## src/hdl/irq_aggregator_pkg.sv

```systemverilog
// Purpose: Shared constants and carrier types of the interrupt aggregator.
// Assumes: 32-bit AXI4-Lite data, one register per aligned word.
// Notes:   Bit positions count from the least significant bit.

package irq_aggregator_pkg;

	// ****************************************************************
	// Register map
	// ****************************************************************
	localparam logic [31:0] STATUS_OFFSET     = 32'h0001_AC00;
	localparam logic [31:0] ENABLE_OFFSET     = 32'h0001_AC04;
	localparam logic [31:0] EVENT_OFFSET      = 32'h0001_AC08;
	localparam logic [31:0] EVENT_MASK_OFFSET = 32'h0001_AC0C;

	localparam logic [31:0] RESET_VALUE       = 32'h0000_0000;

	// ****************************************************************
	// Field layout
	// ****************************************************************
	localparam int NUM_PORTS      = 8;
	localparam int RESET_SYM_BIT  = 4;
	localparam int MCAST_EVT_BIT  = 5;
	localparam int TWO_WIRE_BIT   = 6;
	localparam int FABRIC_ERR_BIT = 7;
	localparam int MCAST_LAT_BIT  = 14;
	localparam int PORT_LSB       = 24;
	localparam int STRB_W         = 4;

	// Only these bits exist in the status and enable registers.
	localparam logic [31:0] DEFINED_BITS = 32'hFF00_40F0;

	// ****************************************************************
	// Bus answers
	// ****************************************************************
	localparam logic [1:0] RESP_OKAY   = 2'h0;
	localparam logic [1:0] RESP_SLVERR = 2'h2;

	// ****************************************************************
	// Interrupt requests of the neighbouring source blocks
	// ****************************************************************
	typedef struct packed {
		logic [NUM_PORTS-1:0] port_irq;
		logic [NUM_PORTS-1:0] mcast_latency_err;
		logic [NUM_PORTS-1:0] fabric_port_error;
		logic                 two_wire_irq;
		logic [NUM_PORTS-1:0] mcast_event_irq;
		logic [NUM_PORTS-1:0] reset_symbol_irq;
	} source_req_s;

endpackage : irq_aggregator_pkg

```

## src/hdl/irq_aggregator.sv

```systemverilog
// Purpose: Global interrupt aggregation of the switch utility unit.
// Assumes: Source requests come from logic on clk_i; AXI4-Lite slave.
// Notes:   The pin is open-drain style: value low, enable active low.
//
// Functional notes
// - Status bit shows live OR of source requests.
// - Request reaches pin only when enable set.
// - Bit 4 reports and gates reset symbols.
// - Bit 5 reports and gates multicast events.
// - Bit 6 reports and gates two-wire interrupt.
// - Bit 7 reports and gates fabric errors.
// - Bit 14 reports and gates multicast latency.
// - Bits 24..31 are ports 7 down to 0.
// - Status bits 0..3 reserved, read zero.
// - Status read-only, enable and event mask RW, event write-one-to-clear, others zero.
// - Fabric error clear removes its request.

`timescale 1ns/100ps

module irq_aggregator
	import irq_aggregator_pkg::*;
#(
	parameter int ADDR_W = 18
) (
	input  wire logic                        clk_i,
	input  wire logic                        sys_rst_i,
	input  wire irq_aggregator_pkg::source_req_s src_req_i,
	input  wire logic [ADDR_W-1:0]           s_axi_awaddr_i,
	input  wire logic                        s_axi_awvalid_i,
	output wire logic                        s_axi_awready_o,
	input  wire logic [31:0]                 s_axi_wdata_i,
	input  wire logic [3:0]                  s_axi_wstrb_i,
	input  wire logic                        s_axi_wvalid_i,
	output wire logic                        s_axi_wready_o,
	output wire logic [1:0]                  s_axi_bresp_o,
	output wire logic                        s_axi_bvalid_o,
	input  wire logic                        s_axi_bready_i,
	input  wire logic [ADDR_W-1:0]           s_axi_araddr_i,
	input  wire logic                        s_axi_arvalid_i,
	output wire logic                        s_axi_arready_o,
	output wire logic [31:0]                 s_axi_rdata_o,
	output wire logic [1:0]                  s_axi_rresp_o,
	output wire logic                        s_axi_rvalid_o,
	input  wire logic                        s_axi_rready_i,
	output wire logic                        int_pin_o,
	output wire logic                        int_pin_oe_n_o,
	output wire logic                        irq_o
);

	import irq_aggregator_pkg::*;

	// ****************************************************************
	// Elaboration checks
	// ****************************************************************
	// The highest register sits at bit 16 of the byte address.
	if (ADDR_W < 17 || ADDR_W > 32) begin : g_addr_check
		$error("ADDR_W must lie between 17 and 32");
	end

	// ****************************************************************
	// Live status collection
	// ****************************************************************
	logic [31:0] global_interrupt_status;
	logic        reset_symbol_interrupt;
	logic        multicast_event_symbol_interrupt;
	logic        two_wire_interrupt;
	logic        fabric_transfer_error_interrupt;
	logic        multicast_latency_interrupt;
	logic [NUM_PORTS-1:0] port_field;

	// Each source block contributes one wire: its requests are ORed.
	assign reset_symbol_interrupt =
		|src_req_i.reset_symbol_irq;
	assign multicast_event_symbol_interrupt =
		|src_req_i.mcast_event_irq;
	assign two_wire_interrupt = src_req_i.two_wire_irq;
	// The per-port fabric flags drop when software clears them there.
	assign fabric_transfer_error_interrupt =
		|src_req_i.fabric_port_error;
	assign multicast_latency_interrupt =
		|src_req_i.mcast_latency_err;

	// Port 0 sits in the most significant bit of the field.
	for (genvar p = 0; p < NUM_PORTS; p++) begin : g_port_map
		assign port_field[NUM_PORTS-1-p] =
			src_req_i.port_irq[p];
	end

	always_comb begin
		global_interrupt_status = RESET_VALUE;
		global_interrupt_status[RESET_SYM_BIT] =
			reset_symbol_interrupt;
		global_interrupt_status[MCAST_EVT_BIT] =
			multicast_event_symbol_interrupt;
		global_interrupt_status[TWO_WIRE_BIT] =
			two_wire_interrupt;
		global_interrupt_status[FABRIC_ERR_BIT] =
			fabric_transfer_error_interrupt;
		global_interrupt_status[MCAST_LAT_BIT] =
			multicast_latency_interrupt;
		global_interrupt_status[PORT_LSB +: NUM_PORTS] =
			port_field;
	end

	// ****************************************************************
	// Write channel capture
	// ****************************************************************
	logic              aw_full_q;
	logic              w_full_q;
	logic              bvalid_q;
	logic [1:0]        bresp_q;
	logic [ADDR_W-1:0] wr_addr_q;
	logic [31:0]       wr_data_q;
	logic [3:0]        wr_strb_q;

	wire aw_take  = s_axi_awvalid_i & ~aw_full_q;
	wire w_take   = s_axi_wvalid_i & ~w_full_q;
	// Address and data may arrive in either order; the write
	// happens once both are held and the last answer is gone.
	wire do_write = aw_full_q & w_full_q & ~bvalid_q;

	assign s_axi_awready_o = ~aw_full_q;
	assign s_axi_wready_o  = ~w_full_q;
	assign s_axi_bvalid_o  = bvalid_q;
	assign s_axi_bresp_o   = bresp_q;

	always_ff @(posedge clk_i or posedge sys_rst_i) begin
		if (sys_rst_i) begin
			aw_full_q <= 1'b0;
			wr_addr_q <= '0;
		end else if (aw_take) begin
			aw_full_q <= 1'b1;
			wr_addr_q <= s_axi_awaddr_i;
		end else if (do_write) begin
			aw_full_q <= 1'b0;
		end
	end

	always_ff @(posedge clk_i or posedge sys_rst_i) begin
		if (sys_rst_i) begin
			w_full_q  <= 1'b0;
			wr_data_q <= RESET_VALUE;
			wr_strb_q <= '0;
		end else if (w_take) begin
			w_full_q  <= 1'b1;
			wr_data_q <= s_axi_wdata_i;
			wr_strb_q <= s_axi_wstrb_i;
		end else if (do_write) begin
			w_full_q  <= 1'b0;
		end
	end

	// ****************************************************************
	// Write decode
	// ****************************************************************
	wire [ADDR_W-3:0] wr_word = wr_addr_q[ADDR_W-1:2];
	wire wr_hit_status = wr_word == STATUS_OFFSET[ADDR_W-1:2];
	wire wr_hit_enable = wr_word == ENABLE_OFFSET[ADDR_W-1:2];
	wire wr_hit_event  = wr_word == EVENT_OFFSET[ADDR_W-1:2];
	wire wr_hit_emask  = wr_word == EVENT_MASK_OFFSET[ADDR_W-1:2];
	// Writes to the read-only status word are accepted and dropped.
	wire wr_mapped     = wr_hit_status | wr_hit_enable |
	                     wr_hit_event | wr_hit_emask;

	logic [31:0] wr_lanes;
	for (genvar b = 0; b < STRB_W; b++) begin : g_lanes
		assign wr_lanes[b*8 +: 8] = {8{wr_strb_q[b]}};
	end

	wire [31:0] wr_bits = wr_data_q & wr_lanes;

	always_ff @(posedge clk_i or posedge sys_rst_i) begin
		if (sys_rst_i) begin
			bvalid_q <= 1'b0;
			bresp_q  <= RESP_OKAY;
		end else if (do_write) begin
			bvalid_q <= 1'b1;
			bresp_q  <= wr_mapped ? RESP_OKAY : RESP_SLVERR;
		end else if (s_axi_bready_i) begin
			bvalid_q <= 1'b0;
		end
	end

	// ****************************************************************
	// Enable register
	// ****************************************************************
	logic [31:0] global_interrupt_enable_q;
	logic [31:0] global_interrupt_enable_d;

	// Only the defined bits hold state; all others stay zero.
	assign global_interrupt_enable_d =
		((global_interrupt_enable_q & ~wr_lanes) | wr_bits)
		& DEFINED_BITS;

	always_ff @(posedge clk_i or posedge sys_rst_i) begin
		if (sys_rst_i) begin
			global_interrupt_enable_q <= RESET_VALUE;
		end else if (do_write && wr_hit_enable) begin
			global_interrupt_enable_q <= global_interrupt_enable_d;
		end
	end

	// ****************************************************************
	// External pin
	// ****************************************************************
	wire [31:0] gated_requests =
		global_interrupt_status & global_interrupt_enable_q;

	logic int_drive_q;

	// Registered so the pin never glitches while sources settle.
	always_ff @(posedge clk_i or posedge sys_rst_i) begin
		if (sys_rst_i) begin
			int_drive_q <= 1'b0;
		end else begin
			int_drive_q <= |gated_requests;
		end
	end

	// The pin is only ever pulled low; released it floats high.
	assign int_pin_o      = 1'b0;
	assign int_pin_oe_n_o = ~int_drive_q;

	// ****************************************************************
	// Sticky events and interrupt line
	// ****************************************************************
	logic [31:0] status_prev_q;
	logic [31:0] event_q;
	logic [31:0] event_d;
	logic [31:0] event_mask_q;

	wire [31:0] status_rise = global_interrupt_status & ~status_prev_q;
	wire [31:0] event_clear = (do_write && wr_hit_event) ?
	                          wr_bits : RESET_VALUE;

	// A rise in the clearing cycle survives: the set is applied last.
	assign event_d = (event_q & ~event_clear) | status_rise;

	always_ff @(posedge clk_i or posedge sys_rst_i) begin
		if (sys_rst_i) begin
			status_prev_q <= RESET_VALUE;
			event_q       <= RESET_VALUE;
		end else begin
			status_prev_q <= global_interrupt_status;
			event_q       <= event_d;
		end
	end

	always_ff @(posedge clk_i or posedge sys_rst_i) begin
		if (sys_rst_i) begin
			event_mask_q <= RESET_VALUE;
		end else if (do_write && wr_hit_emask) begin
			event_mask_q <= ((event_mask_q & ~wr_lanes) | wr_bits)
			                & DEFINED_BITS;
		end
	end

	assign irq_o = |(event_q & event_mask_q);

	// ****************************************************************
	// Read channel
	// ****************************************************************
	logic        rvalid_q;
	logic [31:0] rdata_q;
	logic [1:0]  rresp_q;

	wire ar_take = s_axi_arvalid_i & ~rvalid_q;

	wire [ADDR_W-3:0] rd_word = s_axi_araddr_i[ADDR_W-1:2];
	wire rd_hit_status = rd_word == STATUS_OFFSET[ADDR_W-1:2];
	wire rd_hit_enable = rd_word == ENABLE_OFFSET[ADDR_W-1:2];
	wire rd_hit_event  = rd_word == EVENT_OFFSET[ADDR_W-1:2];
	wire rd_hit_emask  = rd_word == EVENT_MASK_OFFSET[ADDR_W-1:2];
	wire rd_mapped     = rd_hit_status | rd_hit_enable |
	                     rd_hit_event | rd_hit_emask;

	wire [31:0] rd_value =
		rd_hit_status ? global_interrupt_status :
		rd_hit_enable ? global_interrupt_enable_q :
		rd_hit_event  ? event_q :
		rd_hit_emask  ? event_mask_q : RESET_VALUE;

	assign s_axi_arready_o = ~rvalid_q;
	assign s_axi_rvalid_o  = rvalid_q;
	assign s_axi_rdata_o   = rdata_q;
	assign s_axi_rresp_o   = rresp_q;

	always_ff @(posedge clk_i or posedge sys_rst_i) begin
		if (sys_rst_i) begin
			rvalid_q <= 1'b0;
			rdata_q  <= RESET_VALUE;
			rresp_q  <= RESP_OKAY;
		end else if (ar_take) begin
			rvalid_q <= 1'b1;
			rdata_q  <= rd_value;
			rresp_q  <= rd_mapped ? RESP_OKAY : RESP_SLVERR;
		end else if (s_axi_rready_i) begin
			rvalid_q <= 1'b0;
		end
	end

endmodule : irq_aggregator

```

## config.mk

```make
export PLATFORM = sky130hd
export DESIGN_NAME = irq_aggregator
export DESIGN_NICKNAME = d
export VERILOG_FILES = /design/src/hdl/irq_aggregator_pkg.sv /design/src/hdl/irq_aggregator.sv
export SDC_FILE = /design/constraint.sdc
export NUM_CORES = 1
export LEC_CHECK = 0
export ABC_AREA = 1
export BUFFER_PORTS_ARGS = -buffer_cell sky130_fd_sc_hd__buf_2
export CAP_MARGIN = 20
export CORE_MARGIN = 4
export CORE_UTILIZATION = 45
export DETAILED_ROUTE_END_ITERATION = 10
export PLACE_DENSITY_LB_ADDON = 0.2
export SLEW_MARGIN = 15
export SYNTH_ARGS = -nofsm -noshare
export SYNTH_HDL_FRONTEND = slang
export SYNTH_SLANG_ARGS = --single-unit
export TNS_END_PERCENT = 1
```

## constraint.sdc

```tcl
create_clock -name clk_i -period 11.1 [get_ports clk_i]
set_input_delay 0.555 -clock clk_i [delete_from_list [all_inputs] [get_ports clk_i]]
set_output_delay 0.555 -clock clk_i [all_outputs]
set_load 0.02 [all_outputs]
```

==> impl_metrics.env, run 1 <==
export IMPL_die_w_um=134
export IMPL_cp_common_cell="nand2_1"
export IMPL_skew_ns=0.0101
export IMPL_ys_ff_latch=162
export IMPL_htree_levels=4
export IMPL_rows=45
export IMPL_async_flop_share=1.00
export IMPL_cts_tree="built"
export IMPL_slowest_delay_ns=0.63
export IMPL_postCtsSetupBuffers=0
export IMPL_coreArea_um2=15400
export IMPL_hold_violations=0
export IMPL_globalRouteOverflowTotal=0
export IMPL_min_path_cells=1
export IMPL_antenna_found_initial=1
export IMPL_dpl_worst_slack_ns=8.80
export IMPL_cts_hold_buf=0
export IMPL_start_util=0.464
export IMPL_grt_pass1_vias=5341
export IMPL_synth_edf_count=0
export IMPL_ir_drop_mv=0.242
export IMPL_tns_ns=0
export IMPL_wl_per_cell_um=14.1
export IMPL_cp_arrival_ns=2.50
export IMPL_setup_violations=0
export IMPL_cts_buffer_depth=2
export IMPL_cts_sinks=162
export IMPL_slew_headroom=0.356
export IMPL_placed_area_um2=8040
export IMPL_fin_nets=1023
export IMPL_cts_buffers=17
export IMPL_worstMarginPinSlew_ns=0.963
export IMPL_hp_class="input port to flip-flop"
export IMPL_syn_to_final_growth_pct=21.4
export IMPL_globalplace_congestion=0.806
export IMPL_worstPathRequired_ns=11.40
export IMPL_whs_ns=0.284
export IMPL_synth_cells_most_frequent="nand2_1, dfrtp_1, inv_1, nand3_1, mux2_2"
export IMPL_grt_max_degree=88
export IMPL_pin_count=164
export IMPL_synth_most_common_cell="nand2_1"
export IMPL_yosys_warnings=0
export IMPL_avgViaCountPerCell=4.83
export IMPL_drv_slew=0
export IMPL_synth_area_um2=7140
export IMPL_io_buffers=156
export IMPL_clk_latency_ns=0.42
export IMPL_run_status="completed"
export IMPL_rsz0062_at_grt="no"
export IMPL_critPathSlowestCell="nor2_4"
export IMPL_period_needed_ns=2.20
export IMPL_die_y_um=134
export IMPL_grtUsageTotal=0.183
export IMPL_synth_top_area_cell="dfrtp_1"
export IMPL_critPathMaxFanout=32
export IMPL_ctsResizeCount=0
export IMPL_synthFlopType="dfrtp_1"
export IMPL_fmaxAchievable_mhz=455
export IMPL_wl_mm=15.9
export IMPL_synthCells=755
export IMPL_reg2reg_depth=6
export IMPL_power_density_nw_per_um2=193
export IMPL_drt_initial_drc_count=379
export IMPL_avgSynthCellArea_um2=9.46
export IMPL_finalInstanceArea_um2=8670
export IMPL_clkTransAtPathRegs_ns=0.06
export IMPL_drv_cap=0
export IMPL_post_route_period_util=0.198
export IMPL_drcViolationCount=0
export IMPL_start_kind="flip-flop"
export IMPL_dr_pass1_iters=5
export IMPL_synth_cell_type_count=32
export IMPL_hpwl_mm=10.9
export IMPL_crit_chain="nor3_4, nand3_2, nor2_4, nand2_1, nand2_1, nand2_1"
export IMPL_cts_root_buf="clkbuf_16"
export IMPL_fin_util=0.564
export IMPL_cp_end_kind="flip-flop"
export IMPL_drive_gt1_frac=0.282
export IMPL_grt_pass1_wl_mm=26.4
export IMPL_crit_type="flip-flop to flip-flop"
export IMPL_leakage_uw=0.00467
export IMPL_ys_top_cells_by_area="dfrtp_1, nand2_1, mux2_2, nand3_1, inv_1"
export IMPL_dieArea_um2=17900
export IMPL_synth_top_area_frac=0.568
export IMPL_fin_ws_ns=8.90
export IMPL_ant_nets=0
export IMPL_vias=5443
export IMPL_seq_area_frac_synth=0.568
## report_power, final
part | internal, µW | total, µW | switching (µW) | leakage (µW)
logic | 132 | 280 | 148 | 0.00235
clock network | 392 | 616 | 224 | 0.000309
registers | 694 | 780 | 86.0 | 0.00201
total | 1220 | 1680 | 458 | 0.00467
## cells in the final DEF (no fill, tap or decap), types with 2 or more instances in the layout
| cell type | instances |
|---|---|
| nor2_4 | 6 |
| a22o_1 | 17 |
| dfrtp_1 | 162 |
| mux2_2 | 42 |
| a21boi_0 | 15 |
| a221oi_1 | 3 |
| inv_2 | 2 |
| nand4_1 | 23 |
| a21oi_1 | 16 |
| clkbuf_8 | 3 |
| inv_1 | 74 |
| nand2_2 | 2 |
| nor2_2 | 7 |
| buf_2 | 156 |
| conb_1 | 3 |
| nand3_1 | 58 |
| o31ai_1 | 4 |
| nor2_1 | 41 |
| clkinv_2 | 4 |
| nand2_1 | 231 |
| nand4_2 | 2 |
| buf_4 | 3 |
| bufinv_16 | 4 |
| nand3_2 | 3 |
| o21ai_0 | 5 |
| clkbuf_16 | 17 |
## routing by layer
layer,share of wire,GRT usage,vias to the layer above
li1,-,-,2741
met1,0.47,0.252,2548
met2,0.46,0.287,146
met3,0.065,0.0570,6
met4,0.0040,0.0411,2
met5,0.00082,0,-
## metrics by stage
step                power (µW)  instances
global placement          1070       1095
global route              1770       1126
detailed placement        1070       1095
CTS                       1690       1126
finish                    1680       1127
floorplan                  992        757
## logic make-up after synthesis
family / after synthesis / synth area share
buf+inv: 109 / 0.0664
simple gates: 378 / 0.237
compound gates: 63 / 0.0622
mux: 42 / 0.0662
flops: 162 / 0.568
other cells: 1 / 0.000525
## critical path: cells and delay by family, from the launching register on
kind	cells	cell delay (ns)
flops	1	0.41
simple gates	6	1.69
## worst paths after layout
kind | from | endpoint | slack, ns
worst max register to register | s_axi_bvalid_o | event_q[4] | 8.90
worst min register to register | s_axi_rdata_o[27] | s_axi_rdata_o[27] | 0.47
worst min-delay path | src_req_i[40] | status_prev_q[24] | 0.28
worst max-delay path | s_axi_bvalid_o | event_q[4] | 8.90
max in group asynchronous | sys_rst_i | s_axi_rdata_o[28] | 9.37
min in group asynchronous | sys_rst_i | s_axi_bvalid_o | 0.29
## layout make-up
class,count,area (µm²)
Clock buffer,21,470
Tap cell,211,264
Inverter,77,294
Sequential cell,162,4050
Antenna cell,1,2.50
Multi-Input combinational cell,486,2620
Fill cell,1445,6710
Clock inverter,10,156
Timing Repair Buffer,159,803
No activity file was read; power rests on OpenSTA's default activity.
==> inputs of run 2 (changes only) <==
clock period = 1.9 ns   (was 11.1 ns; I/O delays follow)
==> impl_metrics.env, run 2 (synthesis gave the netlist of run 1 again) <==
export IMPL_run_status="completed"
export IMPL_dieArea_um2=17900
export IMPL_whs_ns=0.0220
export IMPL_io_buffers=156
export IMPL_critPathSlowestCell="dlygate4sd3_1"
export IMPL_cp_startpoint="src_req_i[23]"
export IMPL_post_route_period_util=0.961
export IMPL_crit_chain="dlygate4sd3_1, buf_2, nor2_1, dlygate4sd3_1, nand4_1, dlygate4sd3_1"
export IMPL_antenna_cells=0
export IMPL_dp_cells=1112
export IMPL_crit_end="status_prev_q[7]"
export IMPL_reg2reg_depth=7
export IMPL_period_needed_ns=1.83
export IMPL_skew_ns=0.0126
export IMPL_drive_gt1_frac=0.274
export IMPL_drcViolationCount=0
export IMPL_cp_num_cells=6
export IMPL_drt_initial_drc_count=416
export IMPL_slew_headroom=0.592
export IMPL_cts_sinks=162
export IMPL_power_density_nw_per_um2=1030
export IMPL_globalRouteOverflowTotal=0
export IMPL_grt_max_degree=47
export IMPL_start_kind="input port"
export IMPL_cp_common_cell="dlygate4sd3_1"
export IMPL_worstMarginPinSlew_ns=0.612
export IMPL_slowest_delay_ns=0.61
export IMPL_cp_arrival_ns=2.14
export IMPL_r2r_start="wr_addr_q[14]"
export IMPL_seqCellArea_um2=4050
export IMPL_clkTransAtPathRegs_ns=0.06
export IMPL_critPathMaxFanout=4
export IMPL_syn_to_final_growth_pct=33.6
export IMPL_cts_tree="built"
export IMPL_worstPathRequired_ns=2.21
export IMPL_ant_nets=0
export IMPL_cp_end_kind="flip-flop"
export IMPL_rrSetupSlack_ns=0.31
export IMPL_drv_cap=0
export IMPL_drv_slew=0
export IMPL_fmaxAchievable_mhz=547
export IMPL_die_y_um=134
export IMPL_ir_drop_mv=1.26
export IMPL_fin_ws_ns=0.0733
export IMPL_multi_input_area_um2=2620
export IMPL_min_path_cells=3
export IMPL_crit_type="input port to flip-flop"
export IMPL_grt_pass1_vias=6017
export IMPL_path_buf_inv=4
export IMPL_crit_family="buffers and inverters"
export IMPL_clk_latency_ns=0.43
export IMPL_grt_pass1_wl_mm=29.5
export IMPL_dr_pass1_iters=4
export IMPL_fin_nets=1115
export IMPL_globalplace_congestion=0.823
export IMPL_ctsResizeCount=0
export IMPL_hold_violations=0
export IMPL_start_util=0.464
export IMPL_htree_levels=4
export IMPL_avgViaCountPerCell=4.83
export IMPL_pin_count=164
export IMPL_wl_per_cell_um=14.2
export IMPL_cts_root_buf="clkbuf_16"
export IMPL_final_common_cell="nand2_1"
export IMPL_setup_violations=0
export IMPL_coreArea_um2=15400
export IMPL_rows=45
export IMPL_wl_mm=17.3
export IMPL_grtUsageTotal=0.205
export IMPL_cts_buffer_depth=2
export IMPL_leakage_uw=0.00504
export IMPL_hpwl_mm=11.9
export IMPL_antenna_found_initial=0
export IMPL_rsz0062_at_grt="no"
export IMPL_reg2reg_to="event_q[18]"
export IMPL_dpl_worst_slack_ns=0.293
export IMPL_die_w_um=134
export IMPL_hp_class="input port to flip-flop"
export IMPL_vias=5887
export IMPL_cts_buffers=17
export IMPL_fill_cells=1317
export IMPL_layout_common_cells="nand2_1, dfrtp_1, buf_2, dlygate4sd3_1, inv_1"
export IMPL_final_cells=1218
[run 2: per-layer routing]
metal	global-route usage	wire, µm	up-vias
li1	-	-	2917
met4	0.0434	157	0
met5	0	0	-
met1	0.284	8020	2809
met2	0.325	8240	146
met3	0.0581	889	15
[run 2: worst min-delay path by stage]
stage / to / start
after global routing: status_prev_q[14] / src_req_i[31]
after CTS: status_prev_q[14] / src_req_i[31]
final: status_prev_q[14] / src_req_i[31]
after floorplan: status_prev_q[24] / src_req_i[40]
after detailed placement: event_q[8] / sys_rst_i
after global placement: event_q[8] / sys_rst_i
[run 2: layout make-up]
type                    count  area share
clock buffers              20      0.0489
clock inverters            11      0.0136
inverters                  77      0.0307
multi-input cells         486       0.275
flip-flops and latches    162       0.425
well taps                 211      0.0277
repair buffers            251       0.179
[run 2: where the power goes]
part,switching (µW),internal [µW]
logic,964,935
registers,471,4050
clock network,1410,2040
total,2840,7030
[run 2: timing repair]
action,4_1_cts,5_1_grt
hold endpoints to repair,238,0
hold buffers,75,0
buffers inserted,0,0
[run 2: worst min-delay path, cell delays in order]
cell,delay [ns]
buf_2,0.07
nor2_1,0.03
nand4_1,0.18
[run 2: metrics by stage]
| step | cell area (µm²) | TNS (ns) | power [µW] | util |
|---|---|---|---|---|
| after global routing | 9540 | 0 | 10500 | 0.620 |
| after global placement | 8190 | 0 | 6320 | 0.533 |
| after floorplan | 7150 | -40.79 | 5800 | - |
| after detailed placement | 8190 | 0 | 6390 | 0.533 |
| final | 9540 | 0 | 9870 | 0.620 |
| after CTS | 9540 | 0 | 9960 | 0.620 |
==> inputs of run 3 (changes only) <==
GPL_TIMING_DRIVEN = 0   (was not set)
clock period = 2.35 ns   (was 1.9 ns; I/O delays follow)
==> impl_metrics.env, run 3 (synthesis gave the netlist of run 1 again) <==
export IMPL_drive_gt1_frac=0.278
export IMPL_ant_nets=0
export IMPL_drt_initial_drc_count=432
export IMPL_dp_cells=1129
export IMPL_grt_pass1_wl_mm=30.0
export IMPL_power_density_nw_per_um2=852
export IMPL_worstMarginPinSlew_ns=0.527
export IMPL_grtUsageTotal=0.210
export IMPL_hpwl_mm=12.9
export IMPL_fmaxAchievable_mhz=539
export IMPL_antenna_found_initial=0
export IMPL_drv_cap=0
export IMPL_hold_violations=0
export IMPL_coreArea_um2=15400
export IMPL_hp_class="input port to flip-flop"
export IMPL_drv_slew=0
export IMPL_leakage_uw=0.00514
export IMPL_critPathSlowestCell="dlygate4sd3_1"
export IMPL_io_buffers=156
export IMPL_dr_pass1_iters=5
export IMPL_wl_per_cell_um=14.6
export IMPL_clk_latency_ns=0.42
export IMPL_slowest_delay_ns=0.61
export IMPL_finalInstanceArea_um2=9680
export IMPL_start_kind="input port"
export IMPL_post_route_period_util=0.789
export IMPL_pin_count=164
export IMPL_slew_headroom=0.649
export IMPL_grt_max_degree=37
export IMPL_clkTransAtPathRegs_ns=0.06
export IMPL_cts_buffers=17
export IMPL_placed_area_um2=8300
export IMPL_die_w_um=134
export IMPL_fin_nets=1130
export IMPL_grt_pass1_vias=6058
export IMPL_setup_violations=0
export IMPL_crit_chain="dlygate4sd3_1, buf_2, nor2_1, dlygate4sd3_1, nand4_1, dlygate4sd3_1"
export IMPL_critPathMaxFanout=4
export IMPL_cts_buffer_depth=2
export IMPL_globalRouteOverflowTotal=0
export IMPL_syn_to_final_growth_pct=35.6
export IMPL_die_y_um=134
export IMPL_wl_mm=18.0
export IMPL_dieArea_um2=17900
export IMPL_worstPathRequired_ns=2.66
export IMPL_antenna_cells=0
export IMPL_cts_root_buf="clkbuf_16"
export IMPL_htree_levels=4
export IMPL_cts_sinks=162
export IMPL_rsz0062_at_grt="no"
export IMPL_avgViaCountPerCell=4.82
export IMPL_start_util=0.464
export IMPL_cp_end_kind="flip-flop"
export IMPL_drcViolationCount=0
export IMPL_final_cells=1232
export IMPL_layout_common_cells="nand2_1, buf_2, dfrtp_1, inv_1, dlygate4sd3_1"
export IMPL_run_status="completed"
export IMPL_rows=45
export IMPL_ctsResizeCount=0
export IMPL_globalplace_congestion=0.901
export IMPL_cts_tree="built"
export IMPL_cp_common_cell="dlygate4sd3_1"
export IMPL_crit_type="input port to flip-flop"
export IMPL_ir_drop_mv=0.705
export IMPL_skew_ns=0.0144
export IMPL_vias=5938
export IMPL_cp_arrival_ns=2.16
export IMPL_period_needed_ns=1.85
export IMPL_final_common_cell="nand2_1"
## run 3: power by group
part	internal (µW)	leakage, µW	switching [µW]
sequential	3280	0.00201	303
clock	1960	0.000313	1070
combinational	753	0.00281	875
## run 3: per-stage QoR
stage               TNS (ns)  hold WS (ns)  setup WS [ns]  total power (µW)   util
detailed placement         0         0.132          0.706              5180  0.540
finish                     0        0.0216          0.496              8250  0.630
CTS                        0       0.00879          0.500              8330  0.630
floorplan                  0         0.149          0.176              4690      -
global placement     -138.74         0.271         -0.866              5110  0.533
global route               0        0.0310          0.420              8700  0.630
## run 3: worst paths after layout
| path | startpoint | slack, ns | cells past startpoint | to |
|---|---|---|---|---|
| worst min register to register | s_axi_rdata_o[24] | 0.47 | 2 | s_axi_rdata_o[24] |
| worst max-delay path | src_req_i[23] | 0.50 | 6 | status_prev_q[7] |
| min in group asynchronous | sys_rst_i | 0.25 | 3 | wr_data_q[12] |
| worst max register to register | wr_addr_q[9] | 0.71 | 9 | event_q[30] |
| max in group asynchronous | sys_rst_i | 1.39 | 5 | async pin |
| worst min-delay path | s_axi_araddr_i[4] | 0.02 | 3 | s_axi_rresp_o[1] |
## run 3: per-layer routing
metal,part of all wire,track usage,wire [µm]
met5,0,0,0
met4,0.0066,0.0469,119
met3,0.058,0.0581,1050
met2,0.49,0.350,8750
met1,0.45,0.277,8110
## run 3: area by class of cell
class / instances / area, µm²
Buffer: 32 / 185
Clock buffer: 22 / 474
Clock inverter: 8 / 175
Fill cell: 1333 / 5690
Inverter: 77 / 293
Multi-Input combinational cell: 486 / 2620
Sequential cell: 162 / 4050
Tap cell: 211 / 264
Timing Repair Buffer: 234 / 1620
## run 3: critical path, delay by kind of cell
family / cells / cell delay [ns]
and+or+nand+nor: 2 / 0.23
buffers and inverters: 4 / 1.81
## run 3: timing repair
| item | CTS | global route |
|---|---|---|
| hold endpoints to repair | 132 | 0 |
| buffers inserted | 0 | 0 |
| hold buffers | 73 | 0 |
